===== src/rtl/sicc_map.svh =====
// Register offsets, field positions and reset values of the interface configuration block.
`ifndef SICC_MAP_SVH
`define SICC_MAP_SVH
`define SICC_ADDR_W           6
`define SICC_CFG_ADDR         6'h02
`define SICC_CHK_ADDR         6'h03
`define SICC_CFG_RESET        16'h0000
`define SICC_CFG_RW_MASK      16'h19e0
`define SICC_BIT_ALTERNATE_SYNC_ENABLE     12
`define SICC_BIT_DRIVE_BOOST  11
`define SICC_BIT_OUT_RESET    8
`define SICC_BIT_CONT_READ    7
`define SICC_BIT_DATA_STATUS  6
`define SICC_BIT_CHECK_EN     5
`define SICC_MODE_CONTINUOUS  3'h0
`define SICC_CHK_W            24
`endif


===== src/rtl/sicc_pkg.sv =====
// Types shared by the interface configuration block.
package sicc_pkg;
  typedef logic [15:0] sicc_cfg_t;
  typedef logic [23:0] sicc_chk_t;
  typedef enum logic [1:0] {SICC_CHK_OFF, SICC_CHK_ARM, SICC_CHK_WATCH} sicc_chk_state_e;
endpackage


===== src/rtl/sicc_xor_fold.sv =====
// Combinational XOR fold of the checked user registers into a 24-bit checksum.
`timescale 1ns/1ps
`include "sicc_map.svh"
module sicc_xor_fold #(
  parameter int NUM_REGS = 8
) (
  input  wire logic [NUM_REGS*24-1:0] regs_i,
  output logic      [23:0]            sum_o
);
  // Fold every 24-bit slot into one word.
  always_comb
  begin
    sum_o = 24'h000000;
    for (int k = 0; k < NUM_REGS; k++)
    begin
      sum_o = sum_o ^ regs_i[k*24 +: 24];
    end
  end
endmodule


===== src/rtl/sicc_top.sv =====
// Serial interface configuration register with the user-register integrity checker.
`timescale 1ns/1ps
`include "sicc_map.svh"
////////////////////////////////////////////////////////////////////////////////
// Functional notes
// Configuration register at 0x02, 16 bits, resets to zero.
// Bits 15:13, 10:9, 4 reserved, read-only; host writes zero.
// Bit 12 selects alternate conversion-sync pin behaviour.
// Bit 11 boosts drive strength of the data-out/ready pin.
// Bit 8 enables output-pin reset behaviour, reset zero.
// Bit 7 enables continuous read of the data register.
// Host sets continuous conversion mode before continuous read.
// Bit 6 appends status contents after each data read.
// Bit 5 enables monitoring; any change sets integrity error flag.
// Writing zero to the check enable bit clears the error flag.
// Configuration, data and status registers are not checked.
// Host configures registers with check off, then enables it.
// Writes of new contents while checking raise the error.
// Checksum at 0x03 is XOR of user registers, else zero.
// Mode field value 000 means continuous conversion.
// Reference checksum captured on enable, compared every cycle.
// Writes update on completion; reserved bits read zero.
module sicc_top
  import sicc_pkg::*;
#(
  parameter int NUM_REGS = 8
) (
  input  wire logic                     REF_CLK_I,
  input  wire logic                     RST_I,
  input  wire logic                     WR_STB_I,
  input  wire logic                     RD_STB_I,
  input  wire logic [5:0]               ADDR_I,
  input  wire logic [15:0]              WDATA_I,
  input  wire logic [NUM_REGS*24-1:0]   USER_REGS_I,
  input  wire logic [2:0]               ADC_MODE_I,
  output sicc_pkg::sicc_chk_t           RDATA_O,
  output logic                          ALTERNATE_SYNC_ENABLE_ENABLE_O,
  output logic                          OUTPUT_DRIVE_BOOST_O,
  output logic                          OUT_RESET_ENABLE_O,
  output logic                          CONTINUOUS_READ_ENABLE_O,
  output logic                          CONT_READ_ACTIVE_O,
  output logic                          DATA_STATUS_APPEND_O,
  output logic                          INTEGRITY_ERROR_O
);
  import sicc_pkg::*;

  sicc_cfg_t       cfg_q;
  sicc_chk_t       live_sum;
  sicc_chk_t       ref_q;
  sicc_chk_state_e chk_q;
  logic            err_q;
  logic            cfg_wr;
  logic            chk_en;

  // Register select shared by the write decode, the read mux and the checks.
  function automatic logic addr_hit(input logic [5:0] addr, input logic [5:0] target);
    return addr == target;
  endfunction

  ////////////////////////////////////////////////////////////////////////////
  // Write decode of the configuration register.
  assign cfg_wr = WR_STB_I && addr_hit(ADDR_I, `SICC_CFG_ADDR);
  assign chk_en = cfg_q[`SICC_BIT_CHECK_EN];

  // Read-write bits load on the completing write; reserved bits stay zero.
  always_ff @(posedge REF_CLK_I)
  begin
    if (RST_I)
      cfg_q <= `SICC_CFG_RESET;
    else if (cfg_wr)
      cfg_q <= WDATA_I & `SICC_CFG_RW_MASK;
  end

  // Configuration bits registered once on the way to the pins they steer.
  always_ff @(posedge REF_CLK_I)
  begin
    if (RST_I)
    begin
      ALTERNATE_SYNC_ENABLE_ENABLE_O        <= 1'b0;
      OUTPUT_DRIVE_BOOST_O     <= 1'b0;
      OUT_RESET_ENABLE_O       <= 1'b0;
      CONTINUOUS_READ_ENABLE_O <= 1'b0;
      CONT_READ_ACTIVE_O       <= 1'b0;
      DATA_STATUS_APPEND_O     <= 1'b0;
    end
    else
    begin
      ALTERNATE_SYNC_ENABLE_ENABLE_O        <= cfg_q[`SICC_BIT_ALTERNATE_SYNC_ENABLE];
      OUTPUT_DRIVE_BOOST_O     <= cfg_q[`SICC_BIT_DRIVE_BOOST];
      OUT_RESET_ENABLE_O       <= cfg_q[`SICC_BIT_OUT_RESET];
      CONTINUOUS_READ_ENABLE_O <= cfg_q[`SICC_BIT_CONT_READ];
      // Continuous read only runs while converting continuously.
      CONT_READ_ACTIVE_O       <= cfg_q[`SICC_BIT_CONT_READ]
                                  && (ADC_MODE_I == `SICC_MODE_CONTINUOUS);
      DATA_STATUS_APPEND_O     <= cfg_q[`SICC_BIT_DATA_STATUS];
    end
  end

  ////////////////////////////////////////////////////////////////////////////
  // Checksum over the user registers only; config, data and status are not wired in.
  sicc_xor_fold #(
    .NUM_REGS (NUM_REGS)
  ) u_fold (
    .regs_i (USER_REGS_I),
    .sum_o  (live_sum)
  );

  // Checker sequencing: arm is entered one cycle after enable rises and captures the reference one cycle later.
  always_ff @(posedge REF_CLK_I)
  begin
    if (RST_I)
    begin
      chk_q <= SICC_CHK_OFF;
      ref_q <= 24'h000000;
    end
    else
    begin
      case (chk_q)
        SICC_CHK_OFF:
        begin
          if (chk_en)
            chk_q <= SICC_CHK_ARM;
        end
        SICC_CHK_ARM:
        begin
          ref_q <= live_sum;
          chk_q <= chk_en ? SICC_CHK_WATCH : SICC_CHK_OFF;
        end
        default:
        begin
          if (!chk_en)
            chk_q <= SICC_CHK_OFF;
        end
      endcase
    end
  end

  // Error flag: any change while watching sets it; only reset or clearing the enable clears it.
  always_ff @(posedge REF_CLK_I)
  begin
    if (RST_I)
      err_q <= 1'b0;
    else if (chk_q == SICC_CHK_WATCH && chk_en && live_sum != ref_q)
      err_q <= 1'b1;
    else if (!chk_en)
      err_q <= 1'b0;
  end

  // The flag reaches its pin one register later, so the pin comes from a flip-flop.
  always_ff @(posedge REF_CLK_I)
  begin
    if (RST_I)
      INTEGRITY_ERROR_O <= 1'b0;
    else
      INTEGRITY_ERROR_O <= err_q;
  end

  ////////////////////////////////////////////////////////////////////////////
  // Registered read port; checksum reads zero while disabled, unmapped reads zero.
  always_ff @(posedge REF_CLK_I)
  begin
    if (RST_I)
      RDATA_O <= 24'h000000;
    else if (RD_STB_I)
    begin
      if (addr_hit(ADDR_I, `SICC_CFG_ADDR))
        RDATA_O <= {8'h00, cfg_q};
      else if (addr_hit(ADDR_I, `SICC_CHK_ADDR))
        RDATA_O <= chk_en ? live_sum : 24'h000000;
      else
        RDATA_O <= 24'h000000;
    end
  end

  ////////////////////////////////////////////////////////////////////////////
  // Reserved bits never hold a one, a completed write lands whole and reads back.
  a_reserved_zero: assert property (@(posedge REF_CLK_I) disable iff (RST_I)
    (cfg_q & ~`SICC_CFG_RW_MASK) == 16'h0000)
    else $error("reserved bit set");
  a_write_loads: assert property (@(posedge REF_CLK_I) disable iff (RST_I)
    cfg_wr |=> cfg_q == ($past(WDATA_I) & `SICC_CFG_RW_MASK))
    else $error("config write lost");
  a_cfg_readback: assert property (@(posedge REF_CLK_I) disable iff (RST_I)
    (RD_STB_I && addr_hit(ADDR_I, `SICC_CFG_ADDR)) |=> RDATA_O == {8'h00, $past(cfg_q)})
    else $error("config read mismatch");

  // Each steering output is the registered copy of its configuration bit.
  a_sync_follows: assert property (@(posedge REF_CLK_I) disable iff (RST_I)
    ##1 ALTERNATE_SYNC_ENABLE_ENABLE_O == $past(cfg_q[`SICC_BIT_ALTERNATE_SYNC_ENABLE]))
    else $error("alternate_sync_enable mismatch");
  a_boost_follows: assert property (@(posedge REF_CLK_I) disable iff (RST_I)
    ##1 OUTPUT_DRIVE_BOOST_O == $past(cfg_q[`SICC_BIT_DRIVE_BOOST]))
    else $error("drive boost mismatch");
  a_out_reset: assert property (@(posedge REF_CLK_I) disable iff (RST_I)
    ##1 OUT_RESET_ENABLE_O == $past(cfg_q[`SICC_BIT_OUT_RESET]))
    else $error("out reset mismatch");
  a_cread_follows: assert property (@(posedge REF_CLK_I) disable iff (RST_I)
    ##1 CONTINUOUS_READ_ENABLE_O == $past(cfg_q[`SICC_BIT_CONT_READ]))
    else $error("continuous read enable mismatch");
  a_append_follows: assert property (@(posedge REF_CLK_I) disable iff (RST_I)
    ##1 DATA_STATUS_APPEND_O == $past(cfg_q[`SICC_BIT_DATA_STATUS]))
    else $error("status append mismatch");

  // Continuous read is gated by the conversion mode in both directions.
  a_cread_gate: assert property (@(posedge REF_CLK_I) disable iff (RST_I)
    CONT_READ_ACTIVE_O |-> $past(ADC_MODE_I) == `SICC_MODE_CONTINUOUS)
    else $error("continuous read outside mode");
  a_cread_on: assert property (@(posedge REF_CLK_I) disable iff (RST_I)
    (cfg_q[`SICC_BIT_CONT_READ] && ADC_MODE_I == `SICC_MODE_CONTINUOUS) |=> CONT_READ_ACTIVE_O)
    else $error("continuous read not active");

  // Integrity checker: capture, detect, hold and clear.
  a_ref_capture: assert property (@(posedge REF_CLK_I) disable iff (RST_I)
    (chk_q == SICC_CHK_ARM) |=> ref_q == $past(live_sum))
    else $error("reference not captured");
  a_error_set: assert property (@(posedge REF_CLK_I) disable iff (RST_I)
    (chk_q == SICC_CHK_WATCH && chk_en && live_sum != ref_q) |=> ##1 INTEGRITY_ERROR_O)
    else $error("change not flagged");
  a_error_hold: assert property (@(posedge REF_CLK_I) disable iff (RST_I)
    (err_q && chk_en) |=> err_q)
    else $error("error dropped while enabled");
  a_error_clear: assert property (@(posedge REF_CLK_I) disable iff (RST_I)
    !chk_en |=> !err_q)
    else $error("error not cleared");

  // Checksum port reads zero while off and the live fold while on.
  a_chk_zero: assert property (@(posedge REF_CLK_I) disable iff (RST_I)
    (RD_STB_I && addr_hit(ADDR_I, `SICC_CHK_ADDR) && !chk_en) |=> RDATA_O == 24'h000000)
    else $error("checksum not zero");
  a_chk_value: assert property (@(posedge REF_CLK_I) disable iff (RST_I)
    (RD_STB_I && addr_hit(ADDR_I, `SICC_CHK_ADDR) && chk_en) |=> RDATA_O == $past(live_sum))
    else $error("checksum read mismatch");
endmodule


===== config.mk =====
export PLATFORM = sky130hd
export DESIGN_NAME = sicc_top
export DESIGN_NICKNAME = d
export VERILOG_FILES = /design/src/rtl/sicc_pkg.sv /design/src/rtl/sicc_xor_fold.sv /design/src/rtl/sicc_top.sv
export VERILOG_INCLUDE_DIRS = /design/src /design/src/rtl
export SDC_FILE = /design/constraint.sdc
export NUM_CORES = 1
export LEC_CHECK = 0
export ABC_AREA = 1
export BUFFER_PORTS_ARGS = -buffer_cell sky130_fd_sc_hd__clkbuf_2
export CORE_MARGIN = 2
export CORE_UTILIZATION = 42
export DETAILED_ROUTE_END_ITERATION = 16
export GPL_TIMING_DRIVEN = 0
export PLACE_DENSITY_LB_ADDON = 0.1
export SLEW_MARGIN = 20
export SYNTH_ARGS = -nofsm -noshare
export SYNTH_HDL_FRONTEND = slang
export SYNTH_SLANG_ARGS = --single-unit

===== constraint.sdc =====
create_clock -name REF_CLK_I -period 1.4 [get_ports REF_CLK_I]
set_input_delay 0.14 -clock REF_CLK_I [delete_from_list [all_inputs] [get_ports REF_CLK_I]]
set_output_delay 0.14 -clock REF_CLK_I [all_outputs]
set_load 0.02 [all_outputs]

==> results of run 1 <==
[power groups by stage]
| stage | Clock, uW | Combinational (uW) | Sequential, uW |
|---|---|---|---|
| 4_1_cts | 2380 | 1600 | 1830 |
| 3_5_place_dp | 0 | 1590 | 1870 |
| 6_report | 2340 | 1630 | 1830 |
| 5_1_grt | 2460 | 1890 | 1830 |
| 3_3_place_gp | 0 | 1560 | 1870 |
| 2_1_floorplan | 0 | 1060 | 1870 |
[final cells by class]
cell class / count / area (sq um) / area share, %
Buffer: 16 / 78.8 / 1.10
Clock buffer: 14 / 284 / 3.95
Clock inverter: 2 / 35.0 / 0.487
Inverter: 148 / 556 / 7.73
Multi-Input combinational cell: 712 / 3500 / 48.6
Sequential cell: 64 / 1280 / 17.8
Tap cell: 172 / 215 / 2.99
Timing Repair Buffer: 245 / 1240 / 17.3
[cells in the final DEF, fill, tap and decap left out, drive strengths merged, types with 3 or more instances in the layout]
master       Yosys  routed
o21ai           32      32
dlygate4sd3      0       3
a21oi           59      59
inv            148     148
dfxtp           64      64
nand3           86      86
nor3             6       6
buf              3       4
or2              8       8
xor2            22      22
clkbuf          13     268
xnor2            6       6
nand3b          61      61
nor2            27      27
nand2          402     402
[final timing paths]
check	startpoint	to	slack (ns)	cells after the start
setup / recovery	USER_REGS_I[132]	err_q	0.14	16
hold / removal	RST_I	CONTINUOUS_READ_ENABLE_O	0.03	2
setup reg to reg	chk_q[0]	ref_q[6]	0.14	5
hold reg to reg	cfg_q[8]	OUT_RESET_ENABLE_O	0.46	2
[worst max-delay path: stages]
cell and delay, ns:
clkbuf_2 0.09, inv_1 0.04, nand2_1 0.07, nand3b_1 0.09, nand2_1 0.08, nand2_1 0.06
nand3b_1 0.13, nand2_1 0.09, nand2_1 0.06, nand2_1 0.07, nor2_4 0.15, nand2_2 0.08
nor2_2 0.12, nand3_1 0.08, nand2_1 0.07, a21oi_2 0.05
[cell families after synthesis]
group           count (synthesis)  share of synthesized area, %
simple gates                  592                          50.9
compound gates                 92                          8.83
xor+xnor                       28                          4.61
flops                          64                          24.1
buf+inv                       164                          11.6
[repair_timing]
action	4_1_cts	5_1_grt
pin swaps	0	3
buffers inserted	0	1
hold buffers	2	2
endpoints found under the hold margin	1	1
resized for setup	3	35
setup endpoints to repair	11	47
[layer usage]
| metal | vias to the layer above | track usage (%) | part of all wire, % |
|---|---|---|---|
| met5 | - | 0 | 0 |
| met4 | 0 | 2.98 | 0.33 |
| li1 | 3446 | - | - |
| met3 | 4 | 4.98 | 6.9 |
| met2 | 136 | 34.7 | 47 |
| met1 | 2576 | 23.3 | 46 |
[per-stage QoR]
stage	setup WS (ns)	cell area, sq um
2_1_floorplan	0.102	5330
3_3_place_gp	-0.325	6750
3_5_place_dp	-0.321	6750
4_1_cts	0.00565	7090
5_1_grt	-0.00339	7190
6_report	0.141	7190
[state kept, by name (all words and copies together), names as in the netlist, 2 cells and up]
register,flops
RDATA_O,24
cfg_q,6
chk_q,2
ref_q,24
==> run summary, run 1 <==
The total clock buffers created by CTS is 9. The number of diodes added for antenna fixing came out at 0. The number of global-route vias before repair is 5063. The total length of routed wires is 13300 um. The run finished with clean final reports.

The layout cell share with drive strength beyond 1 came out at 26.2%. The internal power of the cells is 4110 uW. The layout has 1363 filler cells. The final routed wire length divided by cell count came out at 9.67 um. The final estimated routing congestion in global placement came out at 0.809. The floorplan die area came out at 0.0136 sq mm. The maximum vdd drop is 587 uV.

Hold timing on the final database bottoms out at a slack of 0.0281 ns. By count the netlist is led by nand2_1, inv_1, nand3_1. The horizontal extent of the die is 117 um. The vertical die dimension is 117 um. Synthesis produced a netlist with a net count of 1161. Dividing the final minimum period by the clock period gives 89.9%.

The arrival time reported for the critical path endpoint came out at 1.47 ns. The initial DRC count is 177. The placement row count came out at 41. The mean instance size in the synthesized netlist is 5.67 sq um. The number of buffers on the longest clock path is 2. Setup total negative slack on the finished layout was measured at 0 ns.

The number of nets with antenna violations after detailed routing came out at 0. For the pin with the worst max-slew slack, the measured transition is 0.629 ns. Ranked by total cell area, the synthesized netlist is headed by nand2_1, dfxtp_1, inv_1. Entering global routing, the biggest net connects 11 pins. The number of max-slew violations in the final report was 0.

The worst-path maximum fanout came out at 3. The core area came out at 0.0125 sq mm. The number of library cell types mapped by synthesis is 25. The overall fraction of global-route tracks in use came out at 19.2%. The final design utilization came out at 57.4%. The worst setup path is of the in -> reg kind. The number of antenna violations at the first check in global routing is 0. The post-synthesis sequential element count came out at 64. The clock network accounts for 40.3% of the total power. In the post-synthesis netlist, the cell with the most instances is nand2_1. During synthesis, Yosys emitted a total of 0 warnings.

Setup violations remaining at the end of the flow were counted as 0. The clock period could shrink to 1.26 ns. The ratio of routed vias to standard cells is 4.49. The first global-routing pass estimated 21200 um of wire. The netlist area before placement is 0.00533 sq mm.

In this run the power density over the cells is 807 mW/mm^2. The final net count came out at 1417. The critical path required time is 1.61 ns. The number of standard cells in the layout, taps in and fillers out came out at 1373. STA classifies the critical path startpoint as a primary input.

The timing-limited maximum frequency is 794 MHz. The combinational cell fraction of total power is 28.1%. At the later pin of the worst-skew pair, clock insertion delay measures 0.32 ns. The sequential area share after synthesis came out at 24.1%. The share of Yosys cell area claimed by the top area cell type is 27.3%. The max capacitance violation total came out at 0. The tree built by TritonCTS fans out to 64 sinks. The H-tree generated during clock tree synthesis spans 3 levels.

The switching portion of total power came out at 29.2%. The overall power consumption is 5800 uW. The worst setup path is captured at a register.

The remaining max-slew budget at the tightest pin came out at 58.1%. The cell count after placement is 1353. The largest total area in the synthesized netlist belongs to nand2_1. Setup repair after global routing could not meet its margin everywhere.

After synthesis, the share of flip-flops with an asynchronous set or reset is 0%. The final count of hold timing violations came to 0. The first-pass iteration count of the detailed router came out at 4. After technology mapping, the gate count stands at 940.

TritonCTS built the clock tree. The root buffer cell chosen for the clock tree is clkbuf_16. The detailed router placed 6162 vias in this run.

The sequential cell fraction of total power came out at 31.6%. The total grt overflow came out at 0. The starting density of the core is 42.5%. The switching power total came out at 1700 uW. In the synthesized netlist the dominant register cell turns out to be dfxtp_1.

The area added between synthesis and finish is 35.0%. During placement, the flow inserted port buffers numbering 241. The half-perimeter wire length of the detailed placement result came out at 11100 um. The number of placed I/O pins came out at 252. In the routed design, unresolved DRC markers number 0.

The min-delay analysis places its worst path in the category in -> reg. The number of enable-type register cells in the synthesized netlist is 0. The clock skew is 0.00554 ns. The clock-pin slew reported for the worst setup and hold paths after clock tree synthesis came out at 0.05 ns. For this design the static power due to leakage is 0.00421 uW.
(Power assumes the default switching activity.)
==> inputs of run 2 (changes only) <==
--- a/config.mk
+++ b/config.mk
@@ -13,7 +13,9 @@
 export DETAILED_ROUTE_END_ITERATION = 16
 export GPL_TIMING_DRIVEN = 0
 export PLACE_DENSITY_LB_ADDON = 0.1
+export SKIP_LAST_GASP = 1
 export SLEW_MARGIN = 20
 export SYNTH_ARGS = -nofsm -noshare
 export SYNTH_HDL_FRONTEND = slang
+export SYNTH_HIERARCHICAL = 1
 export SYNTH_SLANG_ARGS = --single-unit
==> constraint.sdc (replaced) <==
create_clock -name REF_CLK_I -period 1.2 [get_ports REF_CLK_I]
set_input_delay 0.12 -clock REF_CLK_I [delete_from_list [all_inputs] [get_ports REF_CLK_I]]
set_output_delay 0.12 -clock REF_CLK_I [all_outputs]
set_load 0.02 [all_outputs]
==> run 2 against run 1 <==
Effect of this change:
- the flow now finishes with violations (negative setup slack)
- via count increased by 8.6%
- wire length increased by 8.2%
- register-to-register slack got worse by 0.12 ns
- clock power increased by 32%
- non-clock buffer count increased by 19
- hold slack got worse by 0.0095 ns
- combinational power increased by 44%
- critical path depth increased by 3
- largest power group unchanged
- highest routed layer unchanged
==> run summary, run 2 <==
The number of placed I/O pins was 252 (unchanged). The floorplan die area is 0.0150 sq mm (was 0.0136 sq mm). The netlist area before placement is 0.00589 sq mm (was 0.00533 sq mm). The final routed wire length divided by cell count came to 9.42 um (was 9.67 um). The half-perimeter wire length of the detailed placement result came out at 11700 um (was 11100 um).

The final count of hold timing violations came out at 0 (unchanged). The cell repeated most along the worst path is nand2_1 (unchanged). The post-synthesis sequential element count was 64 (unchanged). The post-route clock period utilization came out at 105%. The mean instance size in the synthesized netlist came out at 5.55 sq um (was 5.67 sq um). The final critical-path required period came out at 1.26 ns. The total grt overflow was 0 (unchanged). The multi-input combinational cell area came out at 0.00389 sq mm (was 0.00350 sq mm).

The ratio of routed vias to standard cells is 4.39 (was 4.49). The sequential area share after synthesis is 21.7% (was 24.1%). The leading register cell type out of synthesis is dfxtp_1 (unchanged). The number of sinks handled by clock tree synthesis came out at 64 (unchanged). The number of library cell types mapped by synthesis came out at 24 (was 25). The final design utilization is 60.1% (was 57.4%). The final critical-path setup slack is -0.0567 ns (was 0.141 ns).

The number of warnings printed during yosys synthesis is 6 (was 0). The met3 demand-to-capacity share in global routing is 3.62% (was 4.98%). The cell accounting for the most synthesized area is nand2_1 (unchanged). The most common cell in the synthesized netlist is nand2_1 (unchanged).

The remaining max-slew budget at the tightest pin was 46.8% (was 58.1%). Leading cell types by count after synthesis: nand2_1, inv_1, dfxtp_1 (was nand2_1, inv_1, nand3_1). The path type of the worst min-delay path is in -> reg (unchanged). The category of the critical setup timing path is in -> reg (unchanged). The clock skew came out at 0.00421 ns (was 0.00554 ns). The global-route wire length before repair came out at 22500 um (was 21200 um). Biggest registers after layout: RDATA_O x24, ref_q x24, cfg_q x6 (unchanged). The internal power of the cells is 5280 uW (was 4110 uW). The combinational cell fraction of total power was 31.1% (was 28.1%). The count of cells along the worst hold path is 2 (unchanged). The number of standard cells in the layout, taps in and fillers out is 1524 (was 1373). The share of synthesized registers carrying an async set or reset is 0% (unchanged). Most frequent cells in the layout: nand2_1, clkbuf_2, inv_1 (unchanged). The routed via count came out at 6691 (was 6162). The maximum vdd drop came out at 834 uV (was 587 uV). The initial DRC count is 269 (was 177).

The final estimated routing congestion in global placement is 0.753 (was 0.809). The checks that failed: negative setup slack. The cell leakage power came out at 0.00491 uW (was 0.00421 uW). The first-pass iteration count of the detailed router is 5 (was 4). The final setup violation count is 1 (was 0).

The total power per unit cell area is 914 mW/mm^2 (was 807 mW/mm^2). Cells along the critical path: buf_4, inv_4, nand2_2, nand3_2, nand2_1, nand2_1, nand2_1, nand2_1, nand2_1, inv_2, inv_2, nand2_1, nand2_1, nor2_1, nand2_1, nor2_2, nand3_1, nand2_1, a21oi_1 (was clkbuf_2, inv_1, nand2_1, nand3b_1, nand2_1, nand2_1, nand3b_1, nand2_1, nand2_1, nand2_1, nor2_4, nand2_2, nor2_2, nand3_1, nand2_1, a21oi_2). The met1 usage in global routing came out at 21.6% (was 23.3%). Unrepaired setup endpoints after global routing: true (unchanged). The share of Yosys cell area claimed by the top area cell type came out at 26.6% (was 27.3%). The starting density of the core is 42.8% (was 42.5%).

Run status: finished, violations left (was finished clean). The cell at the root of the clock tree is clkbuf_16 (unchanged). The total clock buffers created by CTS was 9 (unchanged). The number of diodes added for antenna fixing came to 0 (unchanged). The area added between synthesis and finish came out at 40.4% (was 35.0%). The flip-flop and latch area is 0.00128 sq mm (about the same). The post-synth net total is 1283 (was 1161). The core area came out at 0.0138 sq mm (was 0.0125 sq mm). The number of max-slew violations in the final report was 0 (unchanged).

The cell count after placement was 1483 (was 1353). The placement row count came out at 43 (was 41). The horizontal extent of the die is 122 um (was 117 um). The pin count of the biggest net entering global routing came out at 12 (was 11). The number of antenna violations at the first check in global routing came out at 0 (unchanged).

The number of enable-type register cells in the synthesized netlist is 0 (unchanged). The sequential cell fraction of total power is 28.2% (was 31.6%). The clock-pin slew reported for the worst setup and hold paths after clock tree synthesis was 0.05 ns (about the same).

The quantity of I/O buffers inserted on ports came out at 241 (unchanged). The met2 layer usage reported by global route came out at 33.1% (was 34.7%). The type of origin of the critical path is a primary input (unchanged). The kind of end point of the critical path is a register (unchanged).

The critical path required time is 1.42 ns (was 1.61 ns). The total length of routed wires was 14400 um (was 13300 um). The vertical die dimension is 122 um (was 117 um). The TritonCTS clock tree is built (unchanged).

The number of levels the H-tree was split into came out at 3 (unchanged). The number of fill cells in the layout came to 1350 (was 1363). The layout cell share with drive strength beyond 1 came out at 36.9% (was 26.2%). The cell count after synthesis is 1062 (was 940). The depth of the worst register-to-register path came out at 7 (was 5). The final net count is 1560 (was 1417).

The highest-delay cell along the critical path is buf_4 (was nor2_4). The commonest non-fill, non-tap cell in the layout is nand2_1 (unchanged). Synth area leaders: nand2_1, dfxtp_1, inv_1 (unchanged). The slew at the pin closest to its max-slew limit came out at 0.797 ns (was 0.629 ns). The number of global-route vias before repair was 5510 (was 5063). The switching power total is 2280 uW (was 1700 uW). The most congested layer reported by global routing is met2 (unchanged). The max capacitance violation total was 0 (unchanged). The arrival time reported for the critical path endpoint came out at 1.47 ns (about the same). The switching portion of total power came to 30.2% (was 29.2%). The timing-limited maximum frequency is 796 MHz. The critical path's largest stage delay is 0.13 ns (was 0.15 ns). The overall fraction of global-route tracks in use came out at 18.1% (was 19.2%).

The number of buffers on the longest clock path is 2 (unchanged). The clock latency at the later pin of the worst-skew pair is 0.33 ns (was 0.32 ns). The clock share of power is 40.7% (was 40.3%). The worst-path maximum fanout came to 4 (was 3). The count of unresolved DRC violations after routing came out at 0 (unchanged). The number of nets with antenna violations after detailed routing came to 0 (unchanged).
-- run 2: changes by cell type after synthesis, sizes merged, moves of 4 or more --
cell,delta
inv,+99
nand2,+50
nand3b,-37
nor2,+20
nand3,+12
a21oi,-10
or2,-7
xnor2,-6
nor3,-5
xor2,+4
-- run 2: worst paths after layout --
kind              slack (ns)                       end        startpoint
hold / removal          0.02  CONTINUOUS_READ_ENABLE_O             RST_I
setup / recovery       -0.06                     err_q  USER_REGS_I[138]
setup reg to reg        0.02                RDATA_O[1]          cfg_q[5]
hold reg to reg         0.44      DATA_STATUS_APPEND_O          cfg_q[6]
-- run 2: worst max-delay path, delay by kind of cell --
kind	cells	cell delay, ns
buf+inv	4	0.29
compound gates	1	0.06
simple gates	14	1.00
-- run 2: cells by family after synthesis --
logic type / after synthesis / synth area share (%)
xor gates and xnor gates: 26 / 3.86
buffers and inverters: 261 / 17.0
and+or+nand+nor: 626 / 49.5
DFF: 64 / 21.7
AOI/OAI and AO/OA: 85 / 7.90
-- run 2: metal layers --
layer  wire length (um)  part of all wire [%]
met5                  0                     0
met4                101                  0.70
met3               1030                   7.2
met2               7000                    49
met1               6230                    43
-- run 2: stage by stage --
stage / hold slack (ns) / cell area, sq um / power [uW] / TNS [ns] / worst slack (ns)
6_report: 0.0186 / 8280 / 7560 / -0.0567 / -0.0567
5_1_grt: 0.0253 / 8280 / 8020 / -0.998 / -0.178
4_1_cts: 0.00885 / 8000 / 7420 / -0.0722 / -0.0234
3_5_place_dp: 0.288 / 7490 / 4290 / -4.28 / -0.397
3_3_place_gp: 0.283 / 7490 / 4250 / -3.49 / -0.368
2_1_floorplan: 0.195 / 6060 / 3570 / -0.00511 / -0.00511
-- run 2: area by class of cell --
type / count / share of cell area (%)
multi-input cells: 737 / 47.1
plain buffers: 14 / 0.967
repair buffers: 266 / 18.0
inverters: 247 / 11.5
clock inverters: 5 / 1.24
clock buffers: 11 / 3.05
well taps: 180 / 2.72
flip-flops and latches: 64 / 15.5
-- run 2: repair_timing --
| action | in CTS | in global routing |
|---|---|---|
| endpoints found under the hold margin | 1 | 0 |
| gates cloned | 1 | 0 |
| hold buffers | 3 | 0 |
| resized for setup | 14 | 90 |
| setup endpoints to repair | 39 | 44 |
| buffers inserted | 9 | 12 |
| pin swaps | 4 | 43 |
-- run 2: power groups by stage --
stage | clock, uW | combinational [uW] | sequential (uW)
final | 3080 | 2350 | 2140
after global routing | 3210 | 2670 | 2140
after CTS | 3090 | 2190 | 2140
after detailed placement | 0 | 2110 | 2180
after global placement | 0 | 2070 | 2180
after floorplan | 0 | 1390 | 2180
